<file path="src/modrate_defs.svh">
// Register offsets, field limits, reset values and code constants for the modulator rate block.
// Assumes inclusion by bare name from the package only; the design modules see its macros through it.
`ifndef MODRATE_DEFS_SVH
`define MODRATE_DEFS_SVH

// Register byte offsets
`define OFS_FSK_CLK      8'h00
`define OFS_ASK_CLK      8'h04
`define OFS_TEST_SEL     8'h08
`define OFS_OSC_CTRL     8'h0c
`define OFS_DEV_CTRL     8'h10
`define OFS_AMP_BIAS     8'h14
`define OFS_STATUS       8'h18

// Field limits
`define FSK_EXP_MAX      3'h5
`define ASK_EXP_MAX      2'h3
`define FSK_EXP_BASE     4'h3
`define ASK_EXP_BASE     4'h5
`define DEV_ATT_MAX      3'h4

// Reset values
`define RST_FSK_DIV      6'h01
`define RST_ASK_DIV      6'h01

// Spreading patterns
`define ALT_PATTERN      8'h55
`define PN_PATTERN       15'h7ac8
`define PN_LEN           4'he
`define ALT_LEN          4'h7

// Test output codes
`define TOS_GND          3'h0
`define TOS_FB_DIV       3'h1
`define TOS_REF_DIV      3'h2
`define TOS_MOD_OUT      3'h3
`define TOS_BANDGAP      3'h4
`define TOS_UNUSED       3'h5
`define TOS_DIG_SUPPLY   3'h6
`define TOS_PKT_SYMBOL   3'h7

// Oscillator bias codes
`define OSC_BIAS_AUTO    3'h0
`define OSC_BIAS_B01     3'h7
`define OSC_BIAS_B23     3'h5
`define OSC_BIAS_B45     3'h3

`endif

</file>
<file path="src/modrate_pkg.sv">
// Types used by the modulator rate block; the rate divider uses none of them.
// Assumes modrate_defs.svh is on the include path.
package modrate_pkg;
`include "modrate_defs.svh"

   typedef enum logic [1:0] {
      AXI_IDLE = 2'b00,
      AXI_RESP = 2'b01
   } axi_st_t;

   typedef struct packed {
      logic [1:0] source;
      logic [1:0] level;
   } bias_sel_t;

   typedef struct packed {
      logic [2:0] attenuation_shift;
      logic [1:0] smoothing_step;
      logic osc_run;
      logic osc_ext_drive;
      logic [2:0] osc_bias_band;
   } analog_ctrl_t;

endpackage : modrate_pkg

</file>
<file path="src/rate_divider.sv">
// Two-stage rate divider: integer prescale then power-of-two postscale.
// Assumes divisor and exponent are stable configuration in the aclk domain.
`timescale 1ns/10ps
`default_nettype none
module rate_divider (
   // Clock and reset
   input wire logic aclk,
   input wire logic aresetn,
   // Configuration
   input wire logic [5:0] divisor,
   input wire logic [3:0] exponent,
   // Enable pulses
   output logic pre_tick,
   output logic rate_tick
);
   logic [5:0] pre_cnt_r;
   logic [5:0] pre_cnt_nxt;
   logic [8:0] post_cnt_r;
   logic [8:0] post_cnt_nxt;
   logic [8:0] post_last;
   logic pre_wrap;
   logic post_wrap;

   // A divisor of zero is treated as one so the counter never stalls
   assign pre_wrap = (pre_cnt_r + 6'h01 >= divisor);
   assign pre_cnt_nxt = pre_wrap ? 6'h00 : pre_cnt_r + 6'h01;
   assign post_last = 9'((10'h001 << exponent) - 10'h001);
   assign post_wrap = pre_wrap && (post_cnt_r >= post_last);
   assign post_cnt_nxt = post_wrap ? 9'h000 : (pre_wrap ? post_cnt_r + 9'h001 : post_cnt_r);

   always_ff @(posedge aclk) begin
      if (!aresetn) begin
         pre_cnt_r <= 6'h00;
         post_cnt_r <= 9'h000;
         pre_tick <= 1'b0;
         rate_tick <= 1'b0;
      end else begin
         pre_cnt_r <= pre_cnt_nxt;
         post_cnt_r <= post_cnt_nxt;
         pre_tick <= pre_wrap;
         rate_tick <= post_wrap;
      end
   end

   // Gap between rate ticks equals the effective divisor times two to the exponent;
   // only periods that ran wholly under one configuration are measured
   logic [15:0] gap_r;
   logic [5:0] div_seen_r;
   logic [3:0] exp_seen_r;
   logic gap_valid_r;
   logic cfg_moved;
   logic [15:0] gap_want;
   assign cfg_moved = (divisor != div_seen_r) || (exponent != exp_seen_r);
   assign gap_want = {10'h000, (divisor == 6'h00) ? 6'h01 : divisor} << exponent;
   always_ff @(posedge aclk) begin
      div_seen_r <= divisor;
      exp_seen_r <= exponent;
      if (!aresetn || rate_tick)
         gap_r <= 16'h0001;
      else
         gap_r <= gap_r + 16'h0001;
      if (!aresetn || cfg_moved)
         gap_valid_r <= 1'b0;
      else if (rate_tick)
         gap_valid_r <= 1'b1;
   end

   AST_RATE_GAP: assert property (@(posedge aclk) disable iff (!aresetn)
      rate_tick && gap_valid_r |-> gap_r == gap_want)
      else $error("rate gap check");
   AST_PRE_ONE: assert property (@(posedge aclk) disable iff (!aresetn)
      rate_tick |-> pre_tick)
      else $error("rate tick without prescale tick");
endmodule : rate_divider
`default_nettype wire

</file>
<file path="src/modulator_rate_and_test_select.sv">
// Modulator clock, bit-rate enables, ASK spreader, test output select and analog control decode.
// Assumes an AXI4-Lite master on aclk and pin inputs asynchronous to aclk.
//
// Functional notes
// FSK modulator tick = crystal / divisor; FSK bit tick further / 2^(3+exponent)
// FSK exponent accepts 0..5, each step doubles the post division
// ASK bit tick = crystal / divisor / 2^(5+exponent), exponent 0..3
// PN select 0: spreader emits 01010101 continuously
// PN select 1: spreader repeats 111101011001000 without gaps
// Lock indicator off: test select routes ground, dividers, modulator, bandgap, supply, symbol
// Bias code 000 auto from band; 111,101,011 fixed for band pairs
// Attenuation codes 0..4 scale deviation by 1, 1/2, 1/4, 1/8, 1/16
// Smoothing field selects one of four filter steps after attenuator
// Bypass 0 runs oscillator; bypass 1 lets external differential drive path
// Amp bias upper bits pick source, lower bits pick level
// Software sets FSK exponent above zero when biphase coding uses modulator
// Lock indicator on: lock output follows synthesizer lock status
// Derived clocks are single-cycle enables from reloading counters
// Undocumented test code 101 drives lock output low
`timescale 1ns/10ps
`default_nettype none
module modulator_rate_and_test_select
   import modrate_pkg::*;
(
   // Clock and reset
   input wire logic aclk,
   input wire logic aresetn,
   // AXI4-Lite write address and data
   input wire logic [7:0] s_axi_awaddr,
   input wire logic s_axi_awvalid,
   output logic s_axi_awready,
   input wire logic [31:0] s_axi_wdata,
   input wire logic [3:0] s_axi_wstrb,
   input wire logic s_axi_wvalid,
   output logic s_axi_wready,
   output logic [1:0] s_axi_bresp,
   output logic s_axi_bvalid,
   input wire logic s_axi_bready,
   // AXI4-Lite read
   input wire logic [7:0] s_axi_araddr,
   input wire logic s_axi_arvalid,
   output logic s_axi_arready,
   output logic [31:0] s_axi_rdata,
   output logic [1:0] s_axi_rresp,
   output logic s_axi_rvalid,
   input wire logic s_axi_rready,
   // Analog test sources and lock status, asynchronous
   input wire logic feedback_divider_output,
   input wire logic reference_divider_output,
   input wire logic modulator_output,
   input wire logic bandgap_ok,
   input wire logic digital_supply_ok,
   input wire logic packet_engine_symbol,
   input wire logic synth_locked,
   // Derived clocks and spreader
   output logic fsk_mod_tick,
   output logic fsk_bit_tick,
   output logic ask_bit_tick,
   output logic spread_bit,
   // Lock pin
   output logic lock_output,
   // Analog controls
   output analog_ctrl_t analog_ctrl,
   output bias_sel_t amp_bias,
   output bias_sel_t amp_buffer_bias
);
   function automatic logic [2:0] clamp3(input logic [2:0] v, input logic [2:0] mx);
      clamp3 = (v > mx) ? mx : v;
   endfunction : clamp3

   // Configuration registers
   logic [5:0] fsk_clock_divisor_r;
   logic [2:0] fsk_rate_exponent_r;
   logic [5:0] ask_clock_divisor_r;
   logic [1:0] ask_rate_exponent_r;
   logic ask_pseudo_noise_select_r;
   logic [2:0] test_output_select_r;
   logic lock_indicator_enable_r;
   logic [2:0] oscillator_bias_code_r;
   logic [2:0] oscillator_band_select_r;
   logic oscillator_bypass_r;
   logic [2:0] deviation_attenuation_r;
   logic [1:0] deviation_smoothing_r;
   logic [3:0] amp_bias_code_r;
   logic [3:0] amp_buffer_bias_code_r;

   // Write channel: both address and data held until both present
   logic wr_go;
   logic [7:0] wa;
   logic [31:0] wd;
   logic wr_lane0;
   assign wr_go = s_axi_awvalid && s_axi_wvalid && !s_axi_bvalid;
   assign wa = s_axi_awaddr;
   assign wd = s_axi_wdata;
   assign wr_lane0 = s_axi_wstrb[0];

   logic wr_hit;
   assign wr_hit = (wa == `OFS_FSK_CLK) || (wa == `OFS_ASK_CLK) || (wa == `OFS_TEST_SEL) ||
                   (wa == `OFS_OSC_CTRL) || (wa == `OFS_DEV_CTRL) || (wa == `OFS_AMP_BIAS);

   always_ff @(posedge aclk) begin
      if (!aresetn) begin
         s_axi_awready <= 1'b0;
         s_axi_wready <= 1'b0;
         s_axi_bvalid <= 1'b0;
         s_axi_bresp <= 2'h0;
      end else begin
         s_axi_awready <= wr_go && !s_axi_awready;
         s_axi_wready <= wr_go && !s_axi_awready;
         if (wr_go && !s_axi_awready) begin
            s_axi_bresp <= wr_hit ? 2'h0 : 2'h2;
         end
         // The response may only follow the address and data handshakes
         if (s_axi_awready) begin
            s_axi_bvalid <= 1'b1;
         end else if (s_axi_bready) begin
            s_axi_bvalid <= 1'b0;
         end
      end
   end

   logic wr_take;
   assign wr_take = wr_go && !s_axi_awready && wr_lane0;

   always_ff @(posedge aclk) begin
      if (!aresetn) begin
         fsk_clock_divisor_r <= `RST_FSK_DIV;
         fsk_rate_exponent_r <= 3'h0;
         ask_clock_divisor_r <= `RST_ASK_DIV;
         ask_rate_exponent_r <= 2'h0;
         ask_pseudo_noise_select_r <= 1'b0;
         test_output_select_r <= `TOS_GND;
         lock_indicator_enable_r <= 1'b0;
         oscillator_bias_code_r <= `OSC_BIAS_AUTO;
         oscillator_band_select_r <= 3'h0;
         oscillator_bypass_r <= 1'b0;
         deviation_attenuation_r <= 3'h0;
         deviation_smoothing_r <= 2'h0;
         amp_bias_code_r <= 4'h0;
         amp_buffer_bias_code_r <= 4'h0;
      end else if (wr_take) begin
         unique case (wa)
            `OFS_FSK_CLK: begin
               fsk_clock_divisor_r <= wd[5:0];
               fsk_rate_exponent_r <= clamp3(wd[10:8], `FSK_EXP_MAX);
            end
            `OFS_ASK_CLK: begin
               ask_clock_divisor_r <= wd[5:0];
               ask_rate_exponent_r <= wd[9:8];
               ask_pseudo_noise_select_r <= wd[16];
            end
            `OFS_TEST_SEL: begin
               test_output_select_r <= wd[2:0];
               lock_indicator_enable_r <= wd[4];
            end
            `OFS_OSC_CTRL: begin
               oscillator_bias_code_r <= wd[2:0];
               oscillator_band_select_r <= wd[6:4];
               oscillator_bypass_r <= wd[7];
            end
            `OFS_DEV_CTRL: begin
               deviation_attenuation_r <= clamp3(wd[2:0], `DEV_ATT_MAX);
               deviation_smoothing_r <= wd[5:4];
            end
            `OFS_AMP_BIAS: begin
               amp_bias_code_r <= wd[3:0];
               amp_buffer_bias_code_r <= wd[7:4];
            end
            default: begin
            end
         endcase
      end
   end

   // Pin synchronisers for all asynchronous inputs
   logic [6:0] pin_meta_r;
   logic [6:0] pin_sync_r;
   logic [6:0] pin_raw;
   assign pin_raw = {synth_locked, packet_engine_symbol, digital_supply_ok, bandgap_ok,
                     modulator_output, reference_divider_output, feedback_divider_output};
   always_ff @(posedge aclk) begin
      if (!aresetn) begin
         pin_meta_r <= 7'h00;
         pin_sync_r <= 7'h00;
      end else begin
         pin_meta_r <= pin_raw;
         pin_sync_r <= pin_meta_r;
      end
   end

   // Rate dividers
   logic fsk_pre;
   logic fsk_rate;
   logic ask_pre;
   logic ask_rate;
   logic [3:0] fsk_exp_total;
   logic [3:0] ask_exp_total;
   assign fsk_exp_total = `FSK_EXP_BASE + {1'b0, fsk_rate_exponent_r};
   assign ask_exp_total = `ASK_EXP_BASE + {2'b00, ask_rate_exponent_r};

   rate_divider fsk_div (
      .aclk(aclk),
      .aresetn(aresetn),
      .divisor(fsk_clock_divisor_r),
      .exponent(fsk_exp_total),
      .pre_tick(fsk_pre),
      .rate_tick(fsk_rate)
   );
   rate_divider ask_div (
      .aclk(aclk),
      .aresetn(aresetn),
      .divisor(ask_clock_divisor_r),
      .exponent(ask_exp_total),
      .pre_tick(ask_pre),
      .rate_tick(ask_rate)
   );

   // Spreader walks its pattern one chip per ASK bit tick
   logic [3:0] chip_idx_r;
   logic [3:0] chip_last;
   logic chip_bit;
   logic [14:0] pn_word;
   logic [7:0] alt_word;
   assign pn_word = `PN_PATTERN;
   assign alt_word = `ALT_PATTERN;
   assign chip_last = ask_pseudo_noise_select_r ? `PN_LEN : `ALT_LEN;
   // MSB first: alternate pattern starts with 0, PN pattern with 1
   assign chip_bit = ask_pseudo_noise_select_r ? pn_word[4'he - chip_idx_r]
                                               : alt_word[3'(4'h7 - chip_idx_r)];

   always_ff @(posedge aclk) begin
      if (!aresetn) begin
         chip_idx_r <= 4'h0;
         spread_bit <= 1'b0;
      end else begin
         if (ask_rate)
            chip_idx_r <= (chip_idx_r >= chip_last) ? 4'h0 : chip_idx_r + 4'h1;
         spread_bit <= chip_bit;
      end
   end

   // Lock pin selection
   logic test_sig;
   logic lock_nxt;
   always_comb begin
      unique case (test_output_select_r)
         `TOS_GND: test_sig = 1'b0;
         `TOS_FB_DIV: test_sig = pin_sync_r[0];
         `TOS_REF_DIV: test_sig = pin_sync_r[1];
         `TOS_MOD_OUT: test_sig = pin_sync_r[2];
         `TOS_BANDGAP: test_sig = pin_sync_r[3];
         `TOS_UNUSED: test_sig = 1'b0;
         `TOS_DIG_SUPPLY: test_sig = pin_sync_r[4];
         `TOS_PKT_SYMBOL: test_sig = pin_sync_r[5];
      endcase
   end
   assign lock_nxt = lock_indicator_enable_r ? pin_sync_r[6] : test_sig;

   // Analog decode
   analog_ctrl_t analog_nxt;
   logic [2:0] bias_band;
   always_comb begin
      unique case (oscillator_bias_code_r)
         `OSC_BIAS_B01: bias_band = 3'h0;
         `OSC_BIAS_B23: bias_band = 3'h2;
         `OSC_BIAS_B45: bias_band = 3'h4;
         default: bias_band = oscillator_band_select_r;
      endcase
   end
   assign analog_nxt = '{attenuation_shift: deviation_attenuation_r,
                         smoothing_step: deviation_smoothing_r,
                         osc_run: !oscillator_bypass_r,
                         osc_ext_drive: oscillator_bypass_r,
                         osc_bias_band: bias_band};

   always_ff @(posedge aclk) begin
      if (!aresetn) begin
         fsk_mod_tick <= 1'b0;
         fsk_bit_tick <= 1'b0;
         ask_bit_tick <= 1'b0;
         lock_output <= 1'b0;
         analog_ctrl <= '{osc_run: 1'b1, default: '0};
         amp_bias <= '0;
         amp_buffer_bias <= '0;
      end else begin
         fsk_mod_tick <= fsk_pre;
         fsk_bit_tick <= fsk_rate;
         ask_bit_tick <= ask_rate;
         lock_output <= lock_nxt;
         analog_ctrl <= analog_nxt;
         amp_bias <= amp_bias_code_r;
         amp_buffer_bias <= amp_buffer_bias_code_r;
      end
   end

   // Read channel
   logic [31:0] rd_word;
   logic rd_hit;
   always_comb begin
      rd_hit = 1'b1;
      unique case (s_axi_araddr)
         `OFS_FSK_CLK: rd_word = {21'h0, fsk_rate_exponent_r, 2'h0, fsk_clock_divisor_r};
         `OFS_ASK_CLK: rd_word = {15'h0, ask_pseudo_noise_select_r, 6'h0, ask_rate_exponent_r,
                                  2'h0, ask_clock_divisor_r};
         `OFS_TEST_SEL: rd_word = {27'h0, lock_indicator_enable_r, 1'b0, test_output_select_r};
         `OFS_OSC_CTRL: rd_word = {24'h0, oscillator_bypass_r, oscillator_band_select_r,
                                   1'b0, oscillator_bias_code_r};
         `OFS_DEV_CTRL: rd_word = {26'h0, deviation_smoothing_r, 1'b0, deviation_attenuation_r};
         `OFS_AMP_BIAS: rd_word = {24'h0, amp_buffer_bias_code_r, amp_bias_code_r};
         `OFS_STATUS: rd_word = {26'h0, chip_idx_r, pin_sync_r[6], lock_output};
         default: begin
            rd_word = 32'h0;
            rd_hit = 1'b0;
         end
      endcase
   end

   always_ff @(posedge aclk) begin
      if (!aresetn) begin
         s_axi_arready <= 1'b0;
         s_axi_rvalid <= 1'b0;
         s_axi_rdata <= 32'h0;
         s_axi_rresp <= 2'h0;
      end else begin
         s_axi_arready <= s_axi_arvalid && !s_axi_rvalid && !s_axi_arready;
         if (s_axi_arvalid && !s_axi_rvalid && !s_axi_arready) begin
            s_axi_rdata <= rd_word;
            s_axi_rresp <= rd_hit ? 2'h0 : 2'h2;
         end
         if (s_axi_arready) begin
            s_axi_rvalid <= 1'b1;
         end else if (s_axi_rready) begin
            s_axi_rvalid <= 1'b0;
         end
      end
   end

   // Assertions
   AST_FSK_EXP_RANGE: assert property (@(posedge aclk) disable iff (!aresetn)
      fsk_rate_exponent_r <= `FSK_EXP_MAX)
      else $error("fsk exponent out of range");
   AST_ATT_RANGE: assert property (@(posedge aclk) disable iff (!aresetn)
      deviation_attenuation_r <= `DEV_ATT_MAX)
      else $error("attenuation out of range");
   AST_LOCK_FOLLOW: assert property (@(posedge aclk) disable iff (!aresetn)
      lock_indicator_enable_r && $stable(lock_indicator_enable_r) |=> lock_output == $past(pin_sync_r[6]))
      else $error("lock output not following lock");
   AST_CODE5_LOW: assert property (@(posedge aclk) disable iff (!aresetn)
      !lock_indicator_enable_r && test_output_select_r == `TOS_UNUSED |=> !lock_output)
      else $error("code 5 not low");
   AST_GND_LOW: assert property (@(posedge aclk) disable iff (!aresetn)
      !lock_indicator_enable_r && test_output_select_r == `TOS_GND |=> !lock_output)
      else $error("ground select not low");
   AST_PN_WRAP: assert property (@(posedge aclk) disable iff (!aresetn)
      ask_pseudo_noise_select_r |-> chip_idx_r <= `PN_LEN || $past(!ask_pseudo_noise_select_r))
      else $error("pn index past end");
   AST_ALT_BIT: assert property (@(posedge aclk) disable iff (!aresetn)
      !ask_pseudo_noise_select_r && chip_idx_r <= `ALT_LEN |=> spread_bit == $past(chip_idx_r[0]))
      else $error("alternate pattern wrong");
   AST_BYPASS: assert property (@(posedge aclk) disable iff (!aresetn)
      analog_ctrl.osc_run != analog_ctrl.osc_ext_drive)
      else $error("bypass decode inconsistent");
   AST_BIAS_FIXED: assert property (@(posedge aclk) disable iff (!aresetn)
      oscillator_bias_code_r == `OSC_BIAS_B45 && $stable(oscillator_bias_code_r) |=> analog_ctrl.osc_bias_band == 3'h4)
      else $error("fixed bias band wrong");
endmodule : modulator_rate_and_test_select
`default_nettype wire

</file>
<file path="config.mk">
export PLATFORM = sky130hd
export DESIGN_NAME = modulator_rate_and_test_select
export DESIGN_NICKNAME = d
export VERILOG_FILES = /design/src/modrate_pkg.sv /design/src/rate_divider.sv /design/src/modulator_rate_and_test_select.sv
export VERILOG_INCLUDE_DIRS = /design/src
export SDC_FILE = /design/constraint.sdc
export NUM_CORES = 1
export LEC_CHECK = 0
export BUFFER_PORTS_ARGS = -buffer_cell sky130_fd_sc_hd__buf_2
export CAP_MARGIN = 40
export CORE_MARGIN = 5
export CORE_UTILIZATION = 45
export CTS_CLUSTER_DIAMETER = 50
export DETAILED_ROUTE_END_ITERATION = 12
export PLACE_DENSITY_LB_ADDON = 0.3
export REMOVE_ABC_BUFFERS = 1
export SLEW_MARGIN = 20
export SYNTH_ARGS = -nofsm -noshare
export SYNTH_HDL_FRONTEND = slang
export SYNTH_SLANG_ARGS = --single-unit
</file>
<file path="constraint.sdc">
create_clock -name aclk -period 3.15 [get_ports aclk]
set_input_delay 0.1575 -clock aclk [delete_from_list [all_inputs] [get_ports aclk]]
set_output_delay 0.1575 -clock aclk [all_outputs]
set_load 0.02 [all_outputs]
</file>
==> results of run 1 <==
-- final cells by class --
class,count,share of cell area
clock buffers,19,0.0588
clock inverters,13,0.0224
inverters,35,0.0174
multi-input cells,476,0.430
flip-flops and latches,134,0.356
well taps,180,0.0299
repair buffers,106,0.0851
-- power groups by stage --
stage	Clock, mW	Combinational [mW]	Sequential [mW]
3_5_place_dp	0	0.274	1.80
3_3_place_gp	0	0.264	1.80
4_1_cts	2.08	0.288	1.77
5_1_grt	2.15	0.326	1.77
2_1_floorplan	0	0.143	1.80
6_report	2.04	0.292	1.77
-- state kept, by name, summed over array words and instances, names as in the netlist, 4 cells and up --
signal / flops
s_axi_rdata: 12
analog_ctrl: 10
ask_div.post_cnt_r: 9
fsk_div.post_cnt_r: 9
pin_meta_r: 7
pin_sync_r: 7
ask_clock_divisor_r: 6
ask_div.pre_cnt_r: 6
fsk_clock_divisor_r: 6
fsk_div.pre_cnt_r: 6
amp_bias: 4
amp_bias_code_r: 4
amp_buffer_bias: 4
amp_buffer_bias_code_r: 4
chip_idx_r: 4
-- cell families (layout without fill, tap and decap cells) --
logic type | count (synthesis) | in the layout | share of synthesized area
xor+xnor | 10 | 10 | 0.0139
buf+inv | 92 | 173 | 0.0721
fa+ha+maj | 35 | 35 | 0.0694
simple gates | 243 | 243 | 0.215
flops | 134 | 134 | 0.427
mux | 39 | 39 | 0.0709
other cells | 2 | 26 | 0.00120
compound gates | 123 | 123 | 0.130
-- per-layer routing --
layer | vias up | routed length, um | GRT usage | part of all wire
li1 | 2535 | - | - | -
met1 | 2421 | 6250 | 0.220 | 0.43
met2 | 136 | 6980 | 0.305 | 0.48
met3 | 35 | 879 | 0.0454 | 0.061
met4 | 0 | 398 | 0.0749 | 0.027
met5 | - | 0 | 0 | 0
-- critical path, delay by kind of cell, from the launching register on --
family | cells | cell delay, ns
buf+inv | 1 | 0.28
xor+xnor | 1 | 0.20
fa+ha+maj | 2 | 0.49
flops | 1 | 0.38
compound gates | 4 | 0.83
simple gates | 2 | 0.18
-- what timing repair did --
item | in CTS | in global routing
hold buffers | 14 | 0
setup endpoints to repair | 0 | 0
hold endpoints to repair | 17 | 0
-- final timing paths --
path | from | endpoint | cells after the start | slack, ns
max | fsk_div.pre_cnt_r[0] | fsk_div.post_cnt_r[7] | 10 | 0.71
min | s_axi_awaddr[1] | s_axi_bresp[1] | 3 | 0.02
min reg2reg | fsk_div.rate_tick | fsk_bit_tick | 1 | 0.43
max reg2reg | fsk_div.pre_cnt_r[0] | fsk_div.post_cnt_r[7] | 10 | 0.71
-- cell usage after synthesis (all sizes together), types with 2 or more instances --
cell type    n
a211oi       7
a21o         6
a21oi       24
a22oi        4
a2bb2oi      3
a31oi        9
a32o         4
a41oi        2
and2        25
and3        16
and4         2
buf         36
clkbuf      21
conb         2
dfxtp      134
ha          34
inv         35
mux2         4
mux2i       31
mux4         4
nand2       55
nand2b       9
nand3       39
nand3b       8
nand4bb      3
nor2        49
nor2b        5
nor3         8
nor3b        3
nor4         4
nor4b        4
o211a        2
o211ai       5
o21a         3
o21ai       25
o22ai        5
o31ai       17
or3          3
or4          4
xnor2        6
xor2         4
-- through the flow --
step,area (um2),instances,setup slack [ns]
5_1_grt,7530,963,0.458
4_1_cts,7500,962,0.673
2_1_floorplan,6050,645,-0.0295
6_report,7530,963,0.707
3_5_place_dp,6750,916,0.688
3_3_place_gp,6750,916,0.779
==> impl_metrics.env, run 1 <==
export IMPL_crit_path_start_kind="flip-flop"
export IMPL_gr_total_overflow=0
export IMPL_seqPwrFrac=0.430
export IMPL_drtAntennaViolNets=0
export IMPL_tightestPinTransition_ns=0.731
export IMPL_io_pin_count=130
export IMPL_num_vias=5127
export IMPL_power_switching_uw=983
export IMPL_postSynthAreaPerCell_um2=9.26
export IMPL_firstDrtPassIters=5
export IMPL_synthTopCellsByArea="dfxtp_1 43%, ha_1 6.8%, mux2i_1 4.9%, nand2_1 3.3%, nand3_1 3.0%"
export IMPL_critPathKind="flip-flop to flip-flop"
export IMPL_coreArea_mm2=0.0138
export IMPL_worstPathArrival_ns=2.79
export IMPL_clock_root_buffer="clkbuf_16"
export IMPL_comb_power_share=0.071
export IMPL_ys_ff_latch=134
export IMPL_grt_pass1_wl_um=23800
export IMPL_endpoint_kind="flip-flop"
export IMPL_synth_top_area_share=0.427
export IMPL_max_slew_margin_rel=0.509
export IMPL_post_drt_wl_per_cell_um=15.1
export IMPL_hp_class="primary input to flip-flop"
export IMPL_peakVddDrop_uv=351
export IMPL_clock_path_buffers=2
export IMPL_grt_pass1_vias=4991
export IMPL_seqCellArea_mm2=0.00268
export IMPL_routed_via_density=5.32
export IMPL_mostFrequentLayoutCells="134 x dfxtp_1, 84 x buf_2, 55 x nand2_1, 49 x nor2_1, 38 x nand3_1"
export IMPL_swShare=0.240
export IMPL_drc=0
export IMPL_dp_hpwl_um=10300
export IMPL_clk_pin_slew_ns=0.06
export IMPL_postCtsSetupBuffers=0
export IMPL_rows=43
export IMPL_final_common_cell="dfxtp_1"
export IMPL_report_final_slew_viol_count=0
export IMPL_min_period_ns=2.44
export IMPL_p_int_mw=3.12
export IMPL_portBuffers=84
export IMPL_initial_utilization=0.456
export IMPL_fp_dieH_um=128
export IMPL_rsz0062_at_grt="no"
export IMPL_synth_seq_area_share=0.427
export IMPL_htreeDepth=4
export IMPL_ys_types=66
export IMPL_die_w_um=128
export IMPL_leakage_nw=3.38
export IMPL_ys_flop_type="dfxtp_1"
export IMPL_die_area_mm2=0.0164
export IMPL_grt_max_degree=94
export IMPL_total_power_mw=4.10
export IMPL_timing_hold_ws_ns=0.0152
export IMPL_drt_iter0_drc=354
export IMPL_fin_setup_tns_ns=0
export IMPL_cts_resized=0
export IMPL_cts_inserted_buffers=17
export IMPL_worstPathCellList="ha_1, nand3_1, xnor2_1, ha_1, a21oi_1, nand2_1, a221oi_2, buf_4, o21ai_0, a21oi_1"
export IMPL_critPathMaxFanout=25
export IMPL_cts_tree="yes"
export IMPL_maxCapViolCount=0
export IMPL_antenna_found_initial=0
export IMPL_skew_ns=0.00884
export IMPL_final_hold_viol_count=0
export IMPL_final_util=0.547
export IMPL_fmax_mhz=409
export IMPL_clk_latency_ns=0.43
export IMPL_period_share=0.776
export IMPL_setup_viol=0
export IMPL_async_reset_ff_frac=0
export IMPL_routed_wirelength_um=14500
export IMPL_powerDensity_mw_per_mm2=545
export IMPL_gp_congestion=0.805
export IMPL_grtUsageTotal=0.181
export IMPL_syn_area_mm2=0.00628
export IMPL_yosys_warnings=0
export IMPL_max_stage_delay_ns=0.38
export IMPL_postSynthCellCount=678
export IMPL_finalNetCount=870
export IMPL_synth_edf_count=0
export IMPL_multi_input_area_mm2=0.00324
export IMPL_syn2layout_area_growth_pct=19.9
export IMPL_critPathSlowestCell="dfxtp_1"
export IMPL_fillCellCount=1237
export IMPL_power_share_clock=0.498
export IMPL_synth_area_leader_cell="dfxtp_1"
export IMPL_drive_gt1_frac=0.183
export IMPL_clock_sinks=134
export IMPL_status="finished, final reports clean"
export IMPL_num_antenna_cells=0
export IMPL_cp_required_ns=3.50
No activity file was read; power rests on OpenSTA's default activity.
==> run 2, diff against run 1 <==
==> constraint.sdc (replaced) <==
create_clock -name aclk -period 2.22 [get_ports aclk]
set_input_delay 0.111 -clock aclk [delete_from_list [all_inputs] [get_ports aclk]]
set_output_delay 0.111 -clock aclk [all_outputs]
set_load 0.02 [all_outputs]
==> run 2 against run 1 <==
Against the previous run: the flow now finishes with violations (setup timing); non-clock buffer count grew 34; routed wire length grew 11%; first-iteration DRC count grew 16%; sequential share of layout area shrank 2.1 points; clock skew shrank 0.0023 ns; count of clock-buffer cells in the layout grew 1; combinational power grew 60%; via count grew 4.7%; total power grew 41%; sequential cell count is the same; register-to-register slack lost 0.80 ns; largest cell class unchanged.
==> impl_metrics.env, run 2 (synthesis gave the netlist of run 1 again) <==
export IMPL_drc=0
export IMPL_rsz0062_at_grt="yes"
export IMPL_fin_setup_tns_ns=-0.305
export IMPL_maxCapViolCount=0
export IMPL_period_share=1.04
export IMPL_total_power_mw=5.78
export IMPL_htreeDepth=4
export IMPL_num_vias=5370
export IMPL_hp_class="primary input to flip-flop"
export IMPL_violations="setup timing"
export IMPL_num_antenna_cells=0
export IMPL_rows=43
export IMPL_grtUsageTotal=0.189
export IMPL_leakage_nw=3.61
export IMPL_firstDrtPassIters=4
export IMPL_clock_path_buffers=2
export IMPL_grt_max_degree=94
export IMPL_critPathKind="flip-flop to flip-flop"
export IMPL_tightestPinTransition_ns=0.549
export IMPL_gr_total_overflow=0
export IMPL_report_final_slew_viol_count=0
export IMPL_cts_tree="yes"
export IMPL_clock_sinks=134
export IMPL_final_common_cell="dfxtp_1"
export IMPL_drt_iter0_drc=409
export IMPL_grt_pass1_wl_um=24900
export IMPL_routed_wirelength_um=16000
export IMPL_final_setup_worst_slack_ns=-0.0946
export IMPL_fp_dieH_um=128
export IMPL_coreArea_mm2=0.0138
export IMPL_setup_viol=8
export IMPL_seqCellArea_mm2=0.00271
export IMPL_largest_reg_flops=12
export IMPL_clk_pin_slew_ns=0.06
export IMPL_antenna_found_initial=0
export IMPL_io_pin_count=130
export IMPL_powerDensity_mw_per_mm2=715
export IMPL_initial_utilization=0.456
export IMPL_portBuffers=84
export IMPL_min_period_ns=2.31
export IMPL_post_drt_wl_per_cell_um=16.1
export IMPL_fmax_mhz=432
export IMPL_gp_congestion=0.804
export IMPL_clock_root_buffer="clkbuf_16"
export IMPL_r2r_slack_ns=-0.09
export IMPL_drive_gt1_frac=0.258
export IMPL_drtAntennaViolNets=0
export IMPL_endpoint_kind="flip-flop"
export IMPL_regMostFlops="s_axi_rdata"
export IMPL_critPathMaxFanout=6
export IMPL_clk_latency_ns=0.42
export IMPL_multi_input_area_mm2=0.00349
export IMPL_die_area_mm2=0.0164
export IMPL_routed_via_density=5.39
export IMPL_status="finished with violations"
export IMPL_crit_path_start_kind="flip-flop"
export IMPL_syn2layout_area_growth_pct=28.7
export IMPL_die_w_um=128
export IMPL_cts_inserted_buffers=17
export IMPL_fillCellCount=1162
export IMPL_largestRegisters="s_axi_rdata: 12 flops, analog_ctrl: 10 flops"
export IMPL_peakVddDrop_uv=502
export IMPL_max_slew_margin_rel=0.633
export IMPL_final_hold_viol_count=0
export IMPL_skew_ns=0.00658
export IMPL_finalNetCount=904
export IMPL_cp_required_ns=2.57
export IMPL_grt_pass1_vias=5182
export IMPL_mostFrequentLayoutCells="124 x dfxtp_1, 84 x buf_2, 52 x nand2_1, 47 x nor2_1"
export IMPL_worstPathArrival_ns=2.66
export IMPL_place_ws_ns=-0.197
export IMPL_dp_hpwl_um=11100
[run 2: path summary, 6_finish.rpt]
| path | start | cells past startpoint | to |
|---|---|---|---|
| worst max-delay path | fsk_div.pre_cnt_r[0] | 10 | fsk_div.post_cnt_r[2] |
| worst min-delay path | s_axi_wdata[0] | 3 | fsk_clock_divisor_r[0] |
| worst max register to register | fsk_div.pre_cnt_r[0] | 10 | fsk_div.post_cnt_r[2] |
| worst min register to register | pin_meta_r[0] | 1 | pin_sync_r[0] |
[run 2: final cells by class]
| class | instances | share of cell area |
|---|---|---|
| timing repair buffer | 140 | 0.116 |
| sequential | 134 | 0.335 |
| clock buffer | 20 | 0.0540 |
| clock inverter | 12 | 0.0189 |
| tap | 180 | 0.0279 |
| multi-input combinational | 476 | 0.432 |
| inverter | 35 | 0.0163 |
[run 2: timing repair]
action | 4_1_cts | 5_1_grt
cloned | 1 | 0
gates resized for setup | 22 | 46
hold buffers | 20 | 0
endpoints found under the setup margin | 21 | 28
setup buffers | 3 | 6
endpoints found under the hold margin | 28 | 0
pin swaps | 11 | 19
[run 2: report_power, final]
group | total (mW) | internal [mW] | switching [mW] | leakage [nW]
clock network | 2.81 | 1.77 | 1.05 | 0.289
logic | 0.467 | 0.196 | 0.270 | 2.23
registers | 2.50 | 2.45 | 0.0512 | 1.09
[run 2: per-layer routing]
metal,part of all wire,track usage,up-vias
met5,0,0,-
met4,0.020,0.0643,0
met3,0.052,0.0458,29
met2,0.50,0.332,166
met1,0.42,0.226,2569
li1,-,-,2606
[run 2: per-stage QoR]
stage	hold WS, ns	utilization	area, um2	instances
finish	0.0115	0.587	8080	997
global placement	0.322	0.502	6910	936
CTS	0.00412	0.568	7830	991
detailed placement	0.321	0.502	6910	936
global route	0.0186	0.587	8080	997
floorplan	0.173	-	6050	645
[run 2: critical path, stage by stage (launching register included)]
cell	delay, ns
dfxtp_4	0.36
ha_4	0.17
buf_6	0.12
xor2_4	0.15
ha_1	0.28
and4_4	0.21
a221oi_4	0.06
buf_6	0.14
buf_6	0.12
or4b_1	0.47
a31oi_1	0.15
==> run 3, diff against run 2 <==
--- a/config.mk
+++ b/config.mk
@@ -18,3 +18,4 @@
 export SYNTH_ARGS = -nofsm -noshare
 export SYNTH_HDL_FRONTEND = slang
 export SYNTH_SLANG_ARGS = --single-unit
+export TNS_END_PERCENT = 1
==> run 3 against run 2 <==
Against the previous run: the flow still finishes with violations (setup timing); total power down 0.26%; clock skew rose by 0.014 ns; critical path type unchanged; clock power about the same; sequential share of layout area is 0.86 points higher; non-clock buffer count shrank 7; register-to-register slack improved by 0.04 ns; largest power group unchanged; combinational power decreased by 4.7%.
==> impl_metrics.env, run 3 (synthesis gave the netlist of run 1 again) <==
export IMPL_status="finished with violations"
export IMPL_violations="setup timing"
export IMPL_max_stage_delay_ns=0.47
export IMPL_post_drt_wl_per_cell_um=15.6
export IMPL_portBuffers=84
export IMPL_clock_root_buffer="clkbuf_16"
export IMPL_io_pin_count=130
export IMPL_powerDensity_mw_per_mm2=735
export IMPL_leakage_nw=3.55
export IMPL_gr_total_overflow=0
export IMPL_report_final_slew_viol_count=0
export IMPL_routed_wirelength_um=15500
export IMPL_mostFrequentLayoutCells="127 x dfxtp_1, 84 x buf_2, 54 x nand2_1, 48 x nor2_1, 35 x nand3_1"
export IMPL_min_period_ns=2.28
export IMPL_crit_path_start_kind="flip-flop"
export IMPL_clk_latency_ns=0.43
export IMPL_routed_via_density=5.30
export IMPL_setup_viol=9
export IMPL_peakVddDrop_uv=508
export IMPL_dp_hpwl_um=11100
export IMPL_die_w_um=128
export IMPL_cts_tree="yes"
export IMPL_rsz0062_at_grt="yes"
export IMPL_drive_gt1_frac=0.228
export IMPL_initial_utilization=0.456
export IMPL_grt_pass1_vias=5131
export IMPL_num_antenna_cells=0
export IMPL_clock_sinks=134
export IMPL_drt_iter0_drc=453
export IMPL_worstPathArrival_ns=2.63
export IMPL_period_share=1.03
export IMPL_critPathSlowestCell="or4b_1"
export IMPL_die_area_mm2=0.0164
export IMPL_critPathMaxFanout=8
export IMPL_hp_class="primary input to flip-flop"
export IMPL_dpl_cell_area_mm2=0.00691
export IMPL_maxCapViolCount=0
export IMPL_final_util=0.570
export IMPL_grtUsageTotal=0.188
export IMPL_fin_setup_tns_ns=-0.220
export IMPL_coreArea_mm2=0.0138
export IMPL_finalNetCount=897
export IMPL_tightestPinTransition_ns=0.555
export IMPL_worstPathCellList="ha_4, buf_4, xor2_1, ha_1, and4_4, a221oi_4, buf_6, or4b_1, a31oi_1"
export IMPL_drc=0
export IMPL_cts_inserted_buffers=17
export IMPL_htreeDepth=4
export IMPL_final_hold_viol_count=0
export IMPL_endpoint_kind="flip-flop"
export IMPL_gp_congestion=0.804
export IMPL_grt_max_degree=94
export IMPL_largest_reg_flops=12
export IMPL_regMostFlops="s_axi_rdata"
export IMPL_total_power_mw=5.77
export IMPL_final_common_cell="dfxtp_1"
export IMPL_fmax_mhz=439
export IMPL_fp_dieH_um=128
export IMPL_skew_ns=0.0209
export IMPL_largestRegisters="s_axi_rdata: 12 flops, analog_ctrl: 10 flops"
export IMPL_clk_pin_slew_ns=0.06
export IMPL_syn2layout_area_growth_pct=25.0
export IMPL_rows=43
export IMPL_max_slew_margin_rel=0.630
export IMPL_antenna_found_initial=0
export IMPL_firstDrtPassIters=4
export IMPL_cp_required_ns=2.57
export IMPL_critPathKind="flip-flop to flip-flop"
export IMPL_grt_pass1_wl_um=24700
export IMPL_clock_path_buffers=2
export IMPL_finalInstanceArea_mm2=0.00785
export IMPL_final_setup_worst_slack_ns=-0.0578
export IMPL_drtAntennaViolNets=0
export IMPL_num_vias=5243
-- run 3: changes by cell type in the layout (fill, tap and decap cells not counted), moves of 3 or more --
cell     previous run  this run
a21oi_2             4         1
a21oi_1            20        23
or4_1               0         3
buf_4              28        23
dfxtp_1           124       127
or4_4               4         1
dfxtp_4             5         2
-- run 3: final cells by class --
type | count | area, um2
fillers | 1195 | 5920
multi-input cells | 476 | 3340
flip-flops and latches | 134 | 2700
repair buffers | 133 | 870
clock buffers | 20 | 437
well taps | 180 | 225
clock inverters | 12 | 153
inverters | 35 | 131
-- run 3: report_power, final --
group	switching, mW	total [mW]	internal [mW]
combinational	0.261	0.445	0.184
clock	1.05	2.82	1.76
sequential	0.0510	2.51	2.46
total	1.36	5.77	4.40
-- run 3: routing by layer --
layer / vias up / GRT usage / wire, um
met1: 2491 / 0.224 / 6560
met2: 142 / 0.330 / 7780
met3: 19 / 0.0454 / 893
li1: 2591 / - / -
met4: 0 / 0.0637 / 238
met5: - / 0 / 0
-- run 3: final timing paths --
path                                                  end                 start  depth (start not counted)  slack, ns
worst min-delay path            oscillator_bias_code_r[0]        s_axi_wdata[0]                          3       0.02
worst max-delay path                fsk_div.post_cnt_r[2]  fsk_div.pre_cnt_r[0]                          9      -0.06
worst max register to register      fsk_div.post_cnt_r[2]  fsk_div.pre_cnt_r[0]                          9      -0.06
worst min register to register              pin_sync_r[0]         pin_meta_r[0]                          1       0.43
-- run 3: what timing repair did --
action / in CTS / in global routing
endpoints found under the setup margin: 21 / 28
setup buffers: 0 / 3
resized for setup: 17 / 18
endpoints found under the hold margin: 28 / 0
hold buffers: 20 / 0
cloned: 0 / 1
pin swaps: 10 / 10
-- run 3: per-stage QoR --
stage	setup slack (ns)	cells	hold slack (ns)
2_1_floorplan	-0.959	645	0.173
3_3_place_gp	-0.0734	936	0.322
3_5_place_dp	-0.197	936	0.321
4_1_cts	-0.0710	987	0.00412
5_1_grt	-0.185	990	0.0186
6_report	-0.0578	990	0.0167
-- run 3: critical path, delay by kind of cell (launching register included) --
kind	cells	cell delay (ns)
and+or+nand+nor	2	0.70
adders and majority gates	2	0.47
DFF	1	0.36
buffers and inverters	2	0.27
AOI/OAI and AO/OA	2	0.25
xor gates and xnor gates	1	0.16
